===== src/common/pwm_pkg.sv =====
// Package: register map, field layout and reset values of the complementary PWM stage
`default_nettype none
package pwm_pkg;
  // Register byte offsets
  localparam logic [7:0] OFS_CONTROL = 8'h00;
  localparam logic [7:0] OFS_DUTY = 8'h04;
  localparam logic [7:0] OFS_PERIOD = 8'h08;
  localparam logic [7:0] OFS_DEAD = 8'h0C;
  localparam logic [7:0] OFS_ALT_DEAD = 8'h10;
  localparam logic [7:0] OFS_OUT_CTRL = 8'h14;
  localparam logic [7:0] OFS_STATUS = 8'h18;
  // Control register fields
  localparam int CTL_MODULE_ON = 0;
  localparam int CTL_CENTER = 1;
  localparam int CTL_IMMEDIATE = 2;
  localparam int CTL_ITB = 3;
  // Output control fields
  localparam int OC_SYNC = 0;
  localparam int OC_DATA_LO = 6;
  localparam int OC_DATA_HI = 7;
  localparam int OC_EN_LO = 8;
  localparam int OC_EN_HI = 9;
  // Reset values
  localparam logic [3:0] CONTROL_RST = 4'h0;
  localparam logic [15:0] DUTY_RST = 16'h0000;
  localparam logic [15:0] PERIOD_RST = 16'h0064;
  localparam logic [15:0] DEAD_RST = 16'h0000;
  localparam logic [9:0] OUT_CTRL_RST = 10'h000;
  // Window after a dead-time start in which an override-off write is dropped
  localparam logic [15:0] OVR_IGNORE_WIN = 16'h0001;
  localparam logic [1:0] RESP_OKAY = 2'b00;
  localparam logic [1:0] RESP_SLVERR = 2'b10;
endpackage
`default_nettype wire


===== src/verilog/dead_time_gen.sv =====
// Dead-time inserter: turns one PWM level into complementary high and low drives
`default_nettype none
module dead_time_gen
  import pwm_pkg::*;
(
  input wire logic aclk,
  input wire logic aresetn,
  input wire logic enable,
  input wire logic level,
  input wire logic bypass,
  input wire logic [15:0] rise_dead,
  input wire logic [15:0] fall_dead,
  output logic drive_high,
  output logic drive_low,
  output logic in_dead
);
  logic last_reg;
  logic [15:0] cnt_reg;
  wire edge_seen = level != last_reg;
  wire [15:0] load_val = level ? rise_dead : fall_dead;

  // Track the level and count dead time after each edge
  always_ff @(posedge aclk) begin
    if (!aresetn) begin
      last_reg <= 1'b0;
      cnt_reg <= 16'h0000;
    end else begin
      last_reg <= level;
      if (!enable || bypass) begin
        cnt_reg <= 16'h0000;
      end else if (edge_seen) begin
        // The edge cycle itself is the first dead cycle, so the count starts one lower
        cnt_reg <= (load_val != 16'h0000) ? load_val - 16'h0001 : 16'h0000;
      end else if (cnt_reg != 16'h0000) begin
        cnt_reg <= cnt_reg - 16'h0001;
      end
    end
  end

  // Both outputs inactive while the dead-time counter runs
  assign in_dead = enable && !bypass && (edge_seen ? (load_val != 16'h0000) : (cnt_reg != 16'h0000));
  assign drive_high = enable && level && !in_dead;
  assign drive_low = enable && !level && !in_dead;
endmodule
`default_nettype wire


===== src/verilog/pwm_complementary.sv =====
// Complementary PWM generator with dead time, override and AXI4-Lite registers
// How it works
// - Immediate duty write crossing the count switches outputs at once, no dead time.
// - Override-off write near a dead-time start may be ignored.
// - Zero duty with nonzero rise dead time (alt dead time in center mode) does not hold low output for the whole period.
// - Duty equal period with dead time does not hold high output whole period.
// - Override enables both ones with sync: outputs follow override data.
// - Override data selects forced levels; 01 gives 0%, 10 gives 100%.
// - Center, independent, duty below half alt dead time: low forced low.
`default_nettype none
module pwm_complementary
  import pwm_pkg::*;
(
  input wire logic aclk,
  input wire logic aresetn,
  input wire logic [7:0] s_axi_awaddr,
  input wire logic s_axi_awvalid,
  output logic s_axi_awready,
  input wire logic [31:0] s_axi_wdata,
  input wire logic [3:0] s_axi_wstrb,
  input wire logic s_axi_wvalid,
  output logic s_axi_wready,
  output logic [1:0] s_axi_bresp,
  output logic s_axi_bvalid,
  input wire logic s_axi_bready,
  input wire logic [7:0] s_axi_araddr,
  input wire logic s_axi_arvalid,
  output logic s_axi_arready,
  output logic [31:0] s_axi_rdata,
  output logic [1:0] s_axi_rresp,
  output logic s_axi_rvalid,
  input wire logic s_axi_rready,
  input wire logic master_count_en,
  output logic high_output,
  output logic low_output
);
  // ************************************************
  // Registers
  // ************************************************
  logic [3:0] control_reg;
  logic [15:0] duty_cycle_reg;
  logic [15:0] active_duty_reg;
  logic [15:0] period_phase_reg;
  logic [15:0] dead_time_reg;
  logic [15:0] alt_dead_time_reg;
  logic [9:0] output_control_reg;
  logic [15:0] count_reg;
  logic dir_down_reg;
  logic level_reg;
  logic high_output_reg;
  logic low_output_reg;
  logic bypass_reg;
  logic [7:0] aw_addr_reg;
  logic aw_have_reg;
  logic [31:0] w_data_reg;
  logic [3:0] w_strb_reg;
  logic w_have_reg;
  logic bvalid_reg;
  logic [1:0] bresp_reg;
  logic rvalid_reg;
  logic [31:0] rdata_reg;
  logic [1:0] rresp_reg;
  logic arready_reg;
  logic awready_reg;
  logic wready_reg;
  logic mc_sync1_reg;
  logic mc_sync2_reg;
  logic [15:0] dead_since_reg;

  // ************************************************
  // Control decode
  // ************************************************
  wire module_on = control_reg[CTL_MODULE_ON];
  wire center_mode = control_reg[CTL_CENTER];
  wire immediate_upd = control_reg[CTL_IMMEDIATE];
  wire independent_timebase_sel = control_reg[CTL_ITB];
  wire high_override_en = output_control_reg[OC_EN_HI];
  wire low_override_en = output_control_reg[OC_EN_LO];
  wire ovr_sync = output_control_reg[OC_SYNC];
  wire ovr_high_data = output_control_reg[OC_DATA_HI];
  wire ovr_low_data = output_control_reg[OC_DATA_LO];
  wire count_step = independent_timebase_sel || mc_sync2_reg;

  // ************************************************
  // Time base
  // ************************************************
  wire period_end = center_mode ? (dir_down_reg && count_reg == 16'h0000) : (count_reg >= period_phase_reg);
  wire [15:0] previous_duty_value = active_duty_reg;
  wire [15:0] new_duty_value = duty_cycle_reg;
  wire [15:0] half_alt = {1'b0, alt_dead_time_reg[15:1]};
  wire duty_small = center_mode && independent_timebase_sel && (active_duty_reg < half_alt);
  wire [15:0] lo_b = (previous_duty_value < new_duty_value) ? previous_duty_value : new_duty_value;
  wire [15:0] hi_b = (previous_duty_value < new_duty_value) ? new_duty_value : previous_duty_value;
  wire crossing = immediate_upd && (count_reg >= lo_b) && (count_reg < hi_b);
  wire load_duty = immediate_upd || period_end || !module_on;
  // A one-count pulse at count zero lets rise dead time cut into a 0% period
  wire [15:0] rise_sel = center_mode ? alt_dead_time_reg : dead_time_reg;
  wire zero_pulse = (count_reg == 16'h0000) && (rise_sel != 16'h0000);
  wire pwm_level = (count_reg < active_duty_reg) || zero_pulse;

  // Master time-base enable crosses in from another block
  always_ff @(posedge aclk) begin
    if (!aresetn) begin
      mc_sync1_reg <= 1'b0;
      mc_sync2_reg <= 1'b0;
    end else begin
      mc_sync1_reg <= master_count_en;
      mc_sync2_reg <= mc_sync1_reg;
    end
  end

  // Up counter or up/down counter
  always_ff @(posedge aclk) begin
    if (!aresetn || !module_on) begin
      count_reg <= 16'h0000;
      dir_down_reg <= 1'b0;
    end else if (count_step) begin
      if (center_mode) begin
        if (!dir_down_reg && count_reg >= period_phase_reg) begin
          dir_down_reg <= 1'b1;
          count_reg <= count_reg - 16'h0001;
        end else if (dir_down_reg && count_reg == 16'h0000) begin
          dir_down_reg <= 1'b0;
          count_reg <= 16'h0001;
        end else begin
          count_reg <= dir_down_reg ? count_reg - 16'h0001 : count_reg + 16'h0001;
        end
      end else begin
        count_reg <= period_end ? 16'h0000 : count_reg + 16'h0001;
      end
    end
  end

  // Duty latch: immediate or at period boundary
  always_ff @(posedge aclk) begin
    if (!aresetn) begin
      active_duty_reg <= DUTY_RST;
      bypass_reg <= 1'b0;
    end else begin
      if (load_duty) begin
        active_duty_reg <= duty_cycle_reg;
      end
      bypass_reg <= module_on && crossing && (duty_cycle_reg != active_duty_reg);
    end
  end

  // ************************************************
  // Dead time and output stage
  // ************************************************
  logic dt_high;
  logic dt_low;
  logic dt_in_dead;
  wire [15:0] rise_dt = center_mode ? alt_dead_time_reg : dead_time_reg;
  wire [15:0] fall_dt = center_mode ? dead_time_reg : alt_dead_time_reg;

  dead_time_gen u_dead (
    .aclk(aclk),
    .aresetn(aresetn),
    .enable(module_on),
    .level(pwm_level),
    .bypass(bypass_reg),
    .rise_dead(rise_dt),
    .fall_dead(fall_dt),
    .drive_high(dt_high),
    .drive_low(dt_low),
    .in_dead(dt_in_dead)
  );

  // Rise dead time eats into 0% periods through the count-zero pulse; a duty above the period has no edge, so 100% stays high
  wire gen_high = dt_high;
  wire gen_low = dt_low && !duty_small;
  wire ovr_full = high_override_en && low_override_en && ovr_sync;
  wire next_high = ovr_full ? ovr_high_data : (high_override_en ? ovr_high_data : gen_high);
  wire next_low = ovr_full ? ovr_low_data : (low_override_en ? ovr_low_data : gen_low);

  // Registered outputs; override with sync takes effect on the next clock, no period-boundary wait
  always_ff @(posedge aclk) begin
    if (!aresetn) begin
      high_output_reg <= 1'b0;
      low_output_reg <= 1'b0;
      level_reg <= 1'b0;
    end else begin
      level_reg <= pwm_level;
      high_output_reg <= module_on ? next_high : 1'b0;
      low_output_reg <= module_on ? next_low : 1'b0;
    end
  end

  // Time since a dead-time interval started
  always_ff @(posedge aclk) begin
    if (!aresetn) begin
      dead_since_reg <= 16'hFFFF;
    end else if (dt_in_dead && pwm_level != level_reg) begin
      dead_since_reg <= 16'h0000;
    end else if (dead_since_reg != 16'hFFFF) begin
      dead_since_reg <= dead_since_reg + 16'h0001;
    end
  end

  // ************************************************
  // AXI4-Lite slave
  // ************************************************
  wire aw_take = s_axi_awvalid && awready_reg;
  wire w_take = s_axi_wvalid && wready_reg;
  wire do_write = aw_have_reg && w_have_reg && !bvalid_reg;
  wire [31:0] wmask = {{8{w_strb_reg[3]}}, {8{w_strb_reg[2]}}, {8{w_strb_reg[1]}}, {8{w_strb_reg[0]}}};
  wire wr_ctl = do_write && aw_addr_reg == OFS_CONTROL;
  wire wr_duty = do_write && aw_addr_reg == OFS_DUTY;
  wire wr_per = do_write && aw_addr_reg == OFS_PERIOD;
  wire wr_dt = do_write && aw_addr_reg == OFS_DEAD;
  wire wr_adt = do_write && aw_addr_reg == OFS_ALT_DEAD;
  wire wr_oc = do_write && aw_addr_reg == OFS_OUT_CTRL;
  wire wr_ok = wr_ctl || wr_duty || wr_per || wr_dt || wr_adt || wr_oc || (do_write && aw_addr_reg == OFS_STATUS);
  wire [31:0] wval = w_data_reg & wmask;
  wire [9:0] oc_new = (output_control_reg & ~wmask[9:0]) | wval[9:0];
  wire ovr_off_write = (high_override_en || low_override_en) && !oc_new[OC_EN_HI] && !oc_new[OC_EN_LO];
  wire ovr_drop = ovr_off_write && module_on && (dead_since_reg <= OVR_IGNORE_WIN);
  wire [31:0] status_word = {13'h0000, dt_in_dead, high_output_reg, low_output_reg, count_reg};
  wire [31:0] rd_mux =
    (s_axi_araddr == OFS_CONTROL) ? {28'h0000000, control_reg} :
    (s_axi_araddr == OFS_DUTY) ? {16'h0000, duty_cycle_reg} :
    (s_axi_araddr == OFS_PERIOD) ? {16'h0000, period_phase_reg} :
    (s_axi_araddr == OFS_DEAD) ? {16'h0000, dead_time_reg} :
    (s_axi_araddr == OFS_ALT_DEAD) ? {16'h0000, alt_dead_time_reg} :
    (s_axi_araddr == OFS_OUT_CTRL) ? {22'h000000, output_control_reg} :
    status_word;
  wire rd_ok = s_axi_araddr <= OFS_STATUS && s_axi_araddr[1:0] == 2'b00;

  // Write channel capture and response
  always_ff @(posedge aclk) begin
    if (!aresetn) begin
      aw_have_reg <= 1'b0;
      w_have_reg <= 1'b0;
      aw_addr_reg <= 8'h00;
      w_data_reg <= 32'h00000000;
      w_strb_reg <= 4'h0;
      bvalid_reg <= 1'b0;
      bresp_reg <= RESP_OKAY;
      awready_reg <= 1'b1;
      wready_reg <= 1'b1;
    end else begin
      // Ready is high while the slot stays empty and no response waits
      awready_reg <= !do_write && !aw_have_reg && !aw_take && !(bvalid_reg && !s_axi_bready);
      wready_reg <= !do_write && !w_have_reg && !w_take && !(bvalid_reg && !s_axi_bready);
      if (aw_take) begin
        aw_have_reg <= 1'b1;
        aw_addr_reg <= s_axi_awaddr;
      end
      if (w_take) begin
        w_have_reg <= 1'b1;
        w_data_reg <= s_axi_wdata;
        w_strb_reg <= s_axi_wstrb;
      end
      if (do_write) begin
        aw_have_reg <= 1'b0;
        w_have_reg <= 1'b0;
        bvalid_reg <= 1'b1;
        bresp_reg <= wr_ok ? RESP_OKAY : RESP_SLVERR;
      end else if (bvalid_reg && s_axi_bready) begin
        bvalid_reg <= 1'b0;
      end
    end
  end

  // Register writes
  always_ff @(posedge aclk) begin
    if (!aresetn) begin
      control_reg <= CONTROL_RST;
      duty_cycle_reg <= DUTY_RST;
      period_phase_reg <= PERIOD_RST;
      dead_time_reg <= DEAD_RST;
      alt_dead_time_reg <= DEAD_RST;
      output_control_reg <= OUT_CTRL_RST;
    end else begin
      if (wr_ctl) control_reg <= (control_reg & ~wmask[3:0]) | wval[3:0];
      if (wr_duty) duty_cycle_reg <= (duty_cycle_reg & ~wmask[15:0]) | wval[15:0];
      if (wr_per) period_phase_reg <= (period_phase_reg & ~wmask[15:0]) | wval[15:0];
      if (wr_dt) dead_time_reg <= (dead_time_reg & ~wmask[15:0]) | wval[15:0];
      if (wr_adt) alt_dead_time_reg <= (alt_dead_time_reg & ~wmask[15:0]) | wval[15:0];
      if (wr_oc && !ovr_drop) output_control_reg <= oc_new;
    end
  end

  // Read channel
  always_ff @(posedge aclk) begin
    if (!aresetn) begin
      arready_reg <= 1'b0;
      rvalid_reg <= 1'b0;
      rdata_reg <= 32'h00000000;
      rresp_reg <= RESP_OKAY;
    end else begin
      arready_reg <= s_axi_arvalid && !arready_reg && !rvalid_reg;
      if (s_axi_arvalid && !arready_reg && !rvalid_reg) begin
        rdata_reg <= rd_ok ? rd_mux : 32'h00000000;
        rresp_reg <= rd_ok ? RESP_OKAY : RESP_SLVERR;
      end
      if (arready_reg) begin
        rvalid_reg <= 1'b1;
      end else if (rvalid_reg && s_axi_rready) begin
        rvalid_reg <= 1'b0;
      end
    end
  end

  assign s_axi_awready = awready_reg;
  assign s_axi_wready = wready_reg;
  assign s_axi_bvalid = bvalid_reg;
  assign s_axi_bresp = bresp_reg;
  assign s_axi_arready = arready_reg;
  assign s_axi_rvalid = rvalid_reg;
  assign s_axi_rdata = rdata_reg;
  assign s_axi_rresp = rresp_reg;
  assign high_output = high_output_reg;
  assign low_output = low_output_reg;

  // ************************************************
  // Assertions
  // ************************************************
  AST_NO_OVERLAP: assert property (@(posedge aclk) disable iff (!aresetn)
    !(high_output && low_output && !high_override_en && !low_override_en)) else $error("outputs overlap");
  AST_DEAD_GAP: assert property (@(posedge aclk) disable iff (!aresetn)
    (module_on && !high_override_en && !low_override_en && dt_in_dead) |=> (!high_output && !low_output))
    else $error("dead time not applied");
  AST_BYPASS: assert property (@(posedge aclk) disable iff (!aresetn)
    (bypass_reg && module_on && !high_override_en && !low_override_en && !duty_small) |=>
    (high_output != low_output)) else $error("dead time during immediate switch");
  AST_OVR_DROP: assert property (@(posedge aclk) disable iff (!aresetn)
    (wr_oc && ovr_drop) |=> $stable(output_control_reg)) else $error("override-off not dropped");
  AST_OVR_FOLLOW: assert property (@(posedge aclk) disable iff (!aresetn)
    (module_on && ovr_full) |=> (high_output == $past(ovr_high_data))) else $error("override high wrong");
  AST_OVR_DATA: assert property (@(posedge aclk) disable iff (!aresetn)
    (module_on && ovr_full) |=> (low_output == $past(ovr_low_data))) else $error("override low wrong");
  AST_SMALL_DUTY: assert property (@(posedge aclk) disable iff (!aresetn)
    (duty_small && !low_override_en) |=> !low_output) else $error("low not forced low");
  AST_OFF_QUIET: assert property (@(posedge aclk) disable iff (!aresetn)
    (!module_on) |=> (!high_output && !low_output)) else $error("outputs active while off");
  AST_BRESP: assert property (@(posedge aclk) disable iff (!aresetn)
    do_write |=> s_axi_bvalid) else $error("write response missing");
  COV_OVERRIDE: cover property (@(posedge aclk) disable iff (!aresetn) module_on && ovr_full);
  COV_BYPASS: cover property (@(posedge aclk) disable iff (!aresetn) bypass_reg);
  COV_DROP: cover property (@(posedge aclk) disable iff (!aresetn) wr_oc && ovr_drop);
  COV_CENTER: cover property (@(posedge aclk) disable iff (!aresetn) center_mode && period_end);
endmodule
`default_nettype wire


===== config.mk =====
export PLATFORM = sky130hd
export DESIGN_NAME = pwm_complementary
export DESIGN_NICKNAME = d
export VERILOG_FILES = /design/src/common/pwm_pkg.sv /design/src/verilog/dead_time_gen.sv /design/src/verilog/pwm_complementary.sv
export SDC_FILE = /design/constraint.sdc
export NUM_CORES = 1
export LEC_CHECK = 0
export ABC_AREA = 1
export BUFFER_PORTS_ARGS = -buffer_cell sky130_fd_sc_hd__buf_2
export CORE_ASPECT_RATIO = 0.8
export CORE_MARGIN = 2
export CORE_UTILIZATION = 65
export CTS_CLUSTER_SIZE = 14
export DETAILED_ROUTE_END_ITERATION = 12
export GPL_ROUTABILITY_DRIVEN = 0
export HOLD_SLACK_MARGIN = 0.12
export PLACE_DENSITY = 0.85
export RECOVER_POWER = 100
export REMOVE_ABC_BUFFERS = 1
export SLEW_MARGIN = 20
export SYNTH_ARGS = -nofsm -noshare
export SYNTH_HDL_FRONTEND = slang
export SYNTH_SLANG_ARGS = --single-unit

===== constraint.sdc =====
create_clock -name aclk -period 4.8 [get_ports aclk]
set_clock_uncertainty 0.2 [all_clocks]
set_input_delay 0.96 -clock aclk [delete_from_list [all_inputs] [get_ports aclk]]
set_output_delay 0.96 -clock aclk [all_outputs]
set_load 0.01 [all_outputs]

== After elaboration in Yosys (flattened, before gate mapping) ==
Cells that the tools add are included.
Word-level totals
  bits of input ports: 60
  flip-flop bits (word level): 218
  output and inout bits: 43
  logic and storage cells: 206
Cells by class
  reduce and logical (&&, ||, !) cells: 96
  $add $sub $neg: 5
  bitwise gates (word level): 17
  order comparisons: 8
  equal/unequal tests: 14
  multiplexer cells: 36
Operators by type and width (count)
  $mux W16: 15
  $mux W19: 7
  $and A16 B16 Y16: 5
  $or A16 B16 Y16: 4
  $lt A16 B16 Y1: 3
  $reduce_bool A16 Y1: 3
  $sub A16 B1 Y16 const B: 3
  $logic_and A1 B1 Y1: 47
  $eq A8 B5 Y1 const B: 5
  $add A16 B1 Y16 const B: 2
  $eq A8 B4 Y1 const B: 4
  $ge A16 B16 Y1: 2
  $logic_not A1 Y1: 20
  $eq A8 B3 Y1 const B: 2
  $le A16 B1 Y1 const B: 1
  $logic_not A16 Y1: 1
  $logic_not A8 Y1: 2
  $lt A16 B15 Y1: 1
  $ne A16 B16 Y1: 1
  $ne A16 B16 Y1 const B: 1
  $not A16 Y16: 1
  $logic_or A1 B1 Y1: 13
  $mux W1: 12
  $and A10 B10 Y10: 1
  14 further kinds: 20

== Depth between registers and ports, before layout ==
Gate-level depths: netlist of run 1.
  word-level depth: 15
  depth in mapped cells: 26
  mapped depth without buffers: 25

== Hierarchy ==
From an unflattened synthesis of run 1, not the netlist that was laid out.
Unflattened totals
  cell total of the unflattened synthesis: 2080
  area total of the unflattened synthesis: 13818.3 sq um
Modules (own cells, without submodules)
  pwm_complementary: area an instance 11880.1 sq um, cells an instance 1742, times used 1, seq. area each 3743.6 sq um
  dead_time_gen: area an instance 1938.1 sq um, cells an instance 338, times used 1, seq. area each 340.3 sq um

== Worst setup path before layout of run 1 ==
No wires, ideal clock.
  path type: register -> register
  start: register with a tool-made name
  end: register bypass_reg
  arrival time: 2.741 ns
  cell stages (with the launch flop): 27
  slack: 1.739 ns
  clock period less this slack: 3.061 ns
  required time: 4.480 ns
  path buffers: 1
  setup time: 0.120 ns
  path through: dfxtp_1 -> inv_1 -> ha_1 -> inv_1 -> nor2_1 -> nor2_1 -> o21ai_0 -> nand2_1 -> o211ai_1 -> nand2_1 -> nand2_1 -> clkbuf_1 -> nand2_1 -> o21ai_0 -> ha_1 -> inv_1 -> nand2_1 -> a21oi_1 -> o21ai_0 -> nand3_1 -> nand2_1 -> nand3_1 -> nand2_1 -> a31oi_1 -> o221ai_1 -> nand3_1 -> a21oi_1
RTL lines
  to (signal assigned): RTL line pwm_complementary.sv:143  | bypass_reg <= module_on && crossing && (duty_cycle_reg != active_duty_reg);
  to (decl): RTL line pwm_complementary.sv:52  | logic bypass_reg;

==> flow_summary.ini, run 1 <==
[status]
status = finished clean

[power]
p_leak_nw = 6.28
p_clk_frac = 0.409
p_seq_frac = 0.432
swShare = 0.290
irDropWorstVdd_uv = 308
internal_power_mw = 3.07
p_per_area_nw_per_um2 = 302
p_comb_frac = 0.159
power_switching_mw = 1.25

[synth]
netlist-cell-type-count = 54
synth_area_um2 = 13200
netlist_top_cells_area = dfxtp_1, nand2_1, ha_1
synth-edff-count = 0
ys_warn_count = 0
synth-seq-cells = 203
async_flop_share = 0
syn_inst = 1937
synth_flop_cell = dfxtp_1
synth_area_leader_cell = dfxtp_1
synth_top_area_frac = 0.308
avgSynthCellArea_um2 = 6.81
ys_seq_area_frac = 0.308

[detailed_routing]
viasPerCell = 6.07
first_iter_violations = 1537
post_drt_wl_per_cell_um = 16.7
drt_wl_total_um = 37500
ant_nets = 0
vias = 13611
drc = 0
drt-pass1-iter-count = 6

[global_route]
overflow = 0
use_met2 = 0.507
grt_pass1_vias = 12194
grt_max_degree = 71
antenna_found_initial = 0
met3_usage = 0.0694
use_met1 = 0.474
grt_usage = 0.337
top_usage_layer = met2
grt_pass1_wl_um = 59100

[setup_path]
required_ns = 5.06
cp_max_fo = 46
critical_path_class = register to register
end_kind = register
r2r-end = dead_since_reg[4]
cpPeakStageDelay_ns = 0.79
critPathSlowestCell = dfxtp_2
crit_path_frequent_cell = nand2_1
reg2reg_slack_ns = 0.67
worstRegToRegCells = 16
start_kind = register
cp.arrival_ns = 4.39
crit_chain = buf_4, nand2_1, o21ai_1, nor2_1, nand2_1, nor2_1, nand2_1, nand2_4, nand2_8, clkinv_2, nand2_1, and2_0, inv_1, nand3_4, o21ai_0, nand2_1

[clocking]
clock_latency_ns = 0.52
hold_buffers = 0
h-tree-depth = 1
clockRootBuffer = clkbuf_16
cts_tree = done
clk_transition_reported_paths_ns = 0.06
cts_buffers = 22
post_cts_resized = 0
clock-sinks = 203
postCtsSetupBuffers = 0
cts.path.max_buffers = 3

[floorplan]
die_h_um = 131
start_util = 0.665
coreArea_um2 = 19900
die_w_um = 163
num_rows = 46
dieArea_um2 = 21500
boundaryPins = 103

[hold_path]
hold_path.startpoint = mc_sync1_reg
worstHoldPathCells = 2
hold_path.class = register to register
holdPathEnd = mc_sync2_reg

[sta]
finalCritPeriodShare = 0.860
clock.fmax_mhz = 242
rsz0062_at_grt = no
maxSlewViolCount = 0
tightest_slew_ns = 1.49
slew_headroom = 0.00917
final-hold-violation-count = 0
fin_crit_ns = 4.13
fin_tns_setup_ns = 0
timing.hold.ws_ns = 0.211
setup_viol = 0

[place]
io_buffer_count = 69
dp_hpwl_um = 27500

[cells_and_area]
diodes = 0
nets = 2125
layout-drive-gt1-share = 0.0703
area_delta_synth_final_pct = 8.23

[run]
drv_cap = 0
==> layer usage <==
metal / wire length (um) / part of all wire
met2: 16000 / 0.43
met3: 4360 / 0.12
met1: 15800 / 0.42
met5: 0 / 0
met4: 1360 / 0.036
==> power by group through the flow <==
| stage | Clock, mW | Combinational [mW] | Sequential (mW) |
|---|---|---|---|
| 2_1_floorplan | 0 | 0.520 | 1.87 |
| 5_1_grt | 1.84 | 0.784 | 1.87 |
| 3_5_place_dp | 0 | 0.686 | 1.90 |
| 6_report | 1.77 | 0.687 | 1.86 |
| 3_3_place_gp | 0 | 0.655 | 1.89 |
| 4_1_cts | 1.78 | 0.694 | 1.86 |
==> final cells by class <==
| cell class | instances | area [um2] |
|---|---|---|
| Multi-Input combinational cell | 1414 | 7810 |
| Clock buffer | 29 | 637 |
| Timing Repair Buffer | 89 | 445 |
| Fill cell | 1660 | 5570 |
| Inverter | 234 | 880 |
| Tap cell | 264 | 330 |
| Sequential cell | 203 | 4070 |
| Clock inverter | 9 | 114 |
==> synthesized netlist by cell type, drive strengths merged (17+ instances only) <==
| master | number |
|---|---|
| nor2 | 159 |
| nand3 | 99 |
| buf | 31 |
| a21oi | 210 |
| o211ai | 44 |
| ha | 101 |
| inv | 232 |
| clkbuf | 69 |
| nor3 | 27 |
| o21ai | 264 |
| nand2 | 348 |
| a211oi | 17 |
| xor2 | 34 |
| dfxtp | 203 |
| nand4 | 18 |
==> how the worst max path moves through the flow <==
stage,start,endpoint,slack [ns]
after global placement,register,dead_since_reg[9],1.17
after detailed placement,register,u_dead.cnt_reg[10],1.05
after CTS,register,u_dead.cnt_reg[10],1.00
after floorplan,s_axi_araddr[7],s_axi_rdata[0],0.75
final,register,dead_since_reg[4],0.67
after global routing,register,dead_since_reg[4],0.30
==> cell usage in the layout (no fill, tap or decap), drive strengths merged, types with 2 or more instances in the layout <==
| master | netlist | layout |
|---|---|---|
| o31ai | 2 | 2 |
| clkinv | 2 | 8 |
| o21a | 3 | 3 |
| o22ai | 13 | 13 |
| o221ai | 3 | 3 |
| nor4 | 10 | 10 |
| inv | 232 | 233 |
| a21o | 3 | 3 |
| nand2 | 348 | 348 |
| conb | 1 | 15 |
| xor2 | 34 | 34 |
| nor2 | 159 | 159 |
| or2 | 6 | 6 |
| clkbuf | 69 | 62 |
| a22oi | 8 | 8 |
| o211ai | 44 | 44 |
| dfxtp | 203 | 203 |
| and2 | 3 | 3 |
| ha | 101 | 101 |
| buf | 31 | 56 |
| a211oi | 17 | 17 |
| o21ai | 264 | 264 |
| a31oi | 7 | 7 |
| bufinv | 0 | 2 |
| nand3b | 6 | 6 |
| a21oi | 210 | 210 |
| xnor2 | 6 | 6 |
| nand3 | 99 | 99 |
| nor3 | 27 | 27 |
| nand4 | 18 | 18 |
==> critical path, delay by kind of cell (launching register included) <==
family	cells	cell delay, ns
AO/OA/AOI/OAI	2	0.26
flip-flops	1	0.79
AND/OR/NAND/NOR	11	1.96
buffers and inverters	3	0.83
==> through the flow <==
stage	cells	util	setup WS (ns)	area [um2]	power [mW]
finish	2242	0.719	0.671	14300	4.32
global route	2242	0.719	0.304	14300	4.50
CTS	2242	0.722	1.00	14300	4.33
detailed placement	2204	0.684	1.05	13600	2.58
global placement	2204	0.684	1.17	13600	2.55
floorplan	1851	-	0.754	12800	2.39
==> cell families (layout without fill, tap and decap cells) <==
family,count (synthesis),after routing,synth area share
AO/OA/AOI/OAI,580,580,0.241
XOR/XNOR,40,40,0.0265
adder cells (fa/ha/maj),101,101,0.0957
buffers and inverters,334,361,0.104
flip-flops,203,203,0.308
other,1,15,0.000284
AND/OR/NAND/NOR,678,678,0.224
No activity file was read; power rests on OpenSTA's default activity.
==> run 2, diff against run 1 <==
--- a/config.mk
+++ b/config.mk
@@ -22,2 +22,3 @@
 export SYNTH_HDL_FRONTEND = slang
 export SYNTH_SLANG_ARGS = --single-unit
+export TNS_END_PERCENT = 30
==> constraint.sdc (replaced) <==
create_clock -name aclk -period 4.8 [get_ports aclk]
set_clock_uncertainty 0.2 [all_clocks]
set_input_delay 0 -clock aclk [delete_from_list [all_inputs] [get_ports aclk]]
set_output_delay 0 -clock aclk [all_outputs]
set_load 0.01 [all_outputs]
==> flow_summary.ini, run 2 (synthesized netlist as in run 1, its figures left out) <==
[global_route]
antenna_found_initial = 0
grt_usage = 0.383
overflow = 0
grt_max_degree = 85
grt_pass1_vias = 13459
grt_pass1_wl_um = 66800

[power]
p_per_area_nw_per_um2 = 296
p_leak_nw = 6.76
p_comb_frac = 0.176
p_seq_frac = 0.410
irDropWorstVdd_uv = 303
internal_power_mw = 3.24
swShare = 0.292
p_clk_frac = 0.415
power_switching_mw = 1.33

[setup_path]
crit_path_frequent_cell = dlygate4sd3_1
reg2reg_slack_ns = 0.71
critical_path_class = primary input to register
crit_chain = dlygate4sd3_1, clkbuf_1, inv_1, nor3_1, dlygate4sd3_1
worstRegToRegCells = 16
start_kind = primary input
end_kind = register
cp_max_fo = 49
r2r-end = dead_since_reg[2]
required_ns = 5.05
critPathSlowestCell = inv_1
cp.arrival_ns = 4.37
cpPeakStageDelay_ns = 1.40

[cells_and_area]
final_cell_mix = nand2_1, o21ai_0, inv_1
final_common_cell = nand2_1
nets = 2231
n_fill_cell = 1417
area_delta_synth_final_pct = 16.8
fin_area_um2 = 15400
diodes = 0
layout-drive-gt1-share = 0.0652

[sta]
setup_viol = 0
maxSlewViolCount = 88
finalCritPeriodShare = 0.858
fin_crit_ns = 4.12
setup_ws_ns = 0.680
rsz0062_at_grt = no
final-hold-violation-count = 0
clock.fmax_mhz = 243
fin_tns_setup_ns = 0
tightest_slew_ns = 1.88
slew_headroom = -0.254

[floorplan]
die_w_um = 163
coreArea_um2 = 19900
boundaryPins = 103
dieArea_um2 = 21500
num_rows = 46
die_h_um = 131
start_util = 0.665

[place]
placed_cell_area_um2 = 13600
pre_cts_ws_ns = 1.07
io_buffer_count = 69
dp_hpwl_um = 27000

[clocking]
post_cts_resized = 0
clock-sinks = 203
cts.path.max_buffers = 3
h-tree-depth = 1
clock_latency_ns = 0.53
clockRootBuffer = clkbuf_16
cts_buffers = 22
cts_tree = done
clk_transition_reported_paths_ns = 0.06

[detailed_routing]
vias = 14394
drc = 0
drt_wl_total_um = 42000
post_drt_wl_per_cell_um = 17.9
ant_nets = 0
drt-pass1-iter-count = 6
viasPerCell = 6.13
first_iter_violations = 1911

[hold_path]
worstHoldPathCells = 8
hold_path.startpoint = s_axi_araddr[1]
holdPathEnd = s_axi_rdata[15]
hold_path.class = primary input to register

[run]
drv_cap = 2

[status]
violations = capacitance limit, slew limit
status = finished with violations
run 2: how the worst max path moves through the flow:
stage / slack (ns) / end / depth (start not counted) / from
floorplan: 1.12 / u_dead.cnt_reg[10] / 19 / register
global placement: 1.17 / dead_since_reg[9] / 15 / count_reg[3]
detailed placement: 1.07 / u_dead.cnt_reg[10] / 20 / register
CTS: 1.00 / u_dead.cnt_reg[10] / 20 / register
global route: 0.36 / dead_since_reg[2] / 16 / register
finish: 0.68 / s_axi_rresp[1] / 5 / aresetn
run 2: repair_timing:
| action | CTS | global route |
|---|---|---|
| endpoints found under the hold margin | 85 | 0 |
| buffers inserted | 0 | 0 |
| hold buffers | 111 | 0 |
run 2: metrics by stage:
stage               power [mW]  utilization  hold WS (ns)  std cells
finish                    4.57        0.777         0.168       2350
floorplan                 2.39            -        -0.131       1851
global route              4.73        0.777         0.216       2350
detailed placement        2.58        0.682       -0.0135       2199
CTS                       4.52        0.779         0.132       2350
global placement          2.55        0.682       -0.0196       2199
run 2: power by group through the flow:
stage	logic, mW	registers [mW]	clock network (mW)
after CTS	0.766	1.86	1.89
after global placement	0.655	1.89	0
final	0.803	1.87	1.89
after detailed placement	0.682	1.90	0
after floorplan	0.520	1.87	0
after global routing	0.897	1.88	1.96
run 2: critical path: cells and delay by family:
| kind | cells | cell delay, ns |
|---|---|---|
| buffers and inverters | 4 | 3.85 |
| and+or+nand+nor | 1 | 0.48 |
run 2: final cells by class:
type                    count  area, um2  area share
well taps                 264        330      0.0214
clock buffers              30        631      0.0409
multi-input cells        1414       7820       0.507
inverters                 234        880      0.0570
clock inverters            10        173      0.0112
flip-flops and latches    203       4070       0.264
repair buffers            195       1530      0.0989
run 2: routing by layer:
layer,routed length (um),part of all wire,track usage,vias to the layer above
met2,18500,0.44,0.596,890
met3,4750,0.11,0.0780,161
met1,16900,0.40,0.516,6556
li1,-,-,-,6787
met5,0,0,0,-
met4,1840,0.044,0.159,0
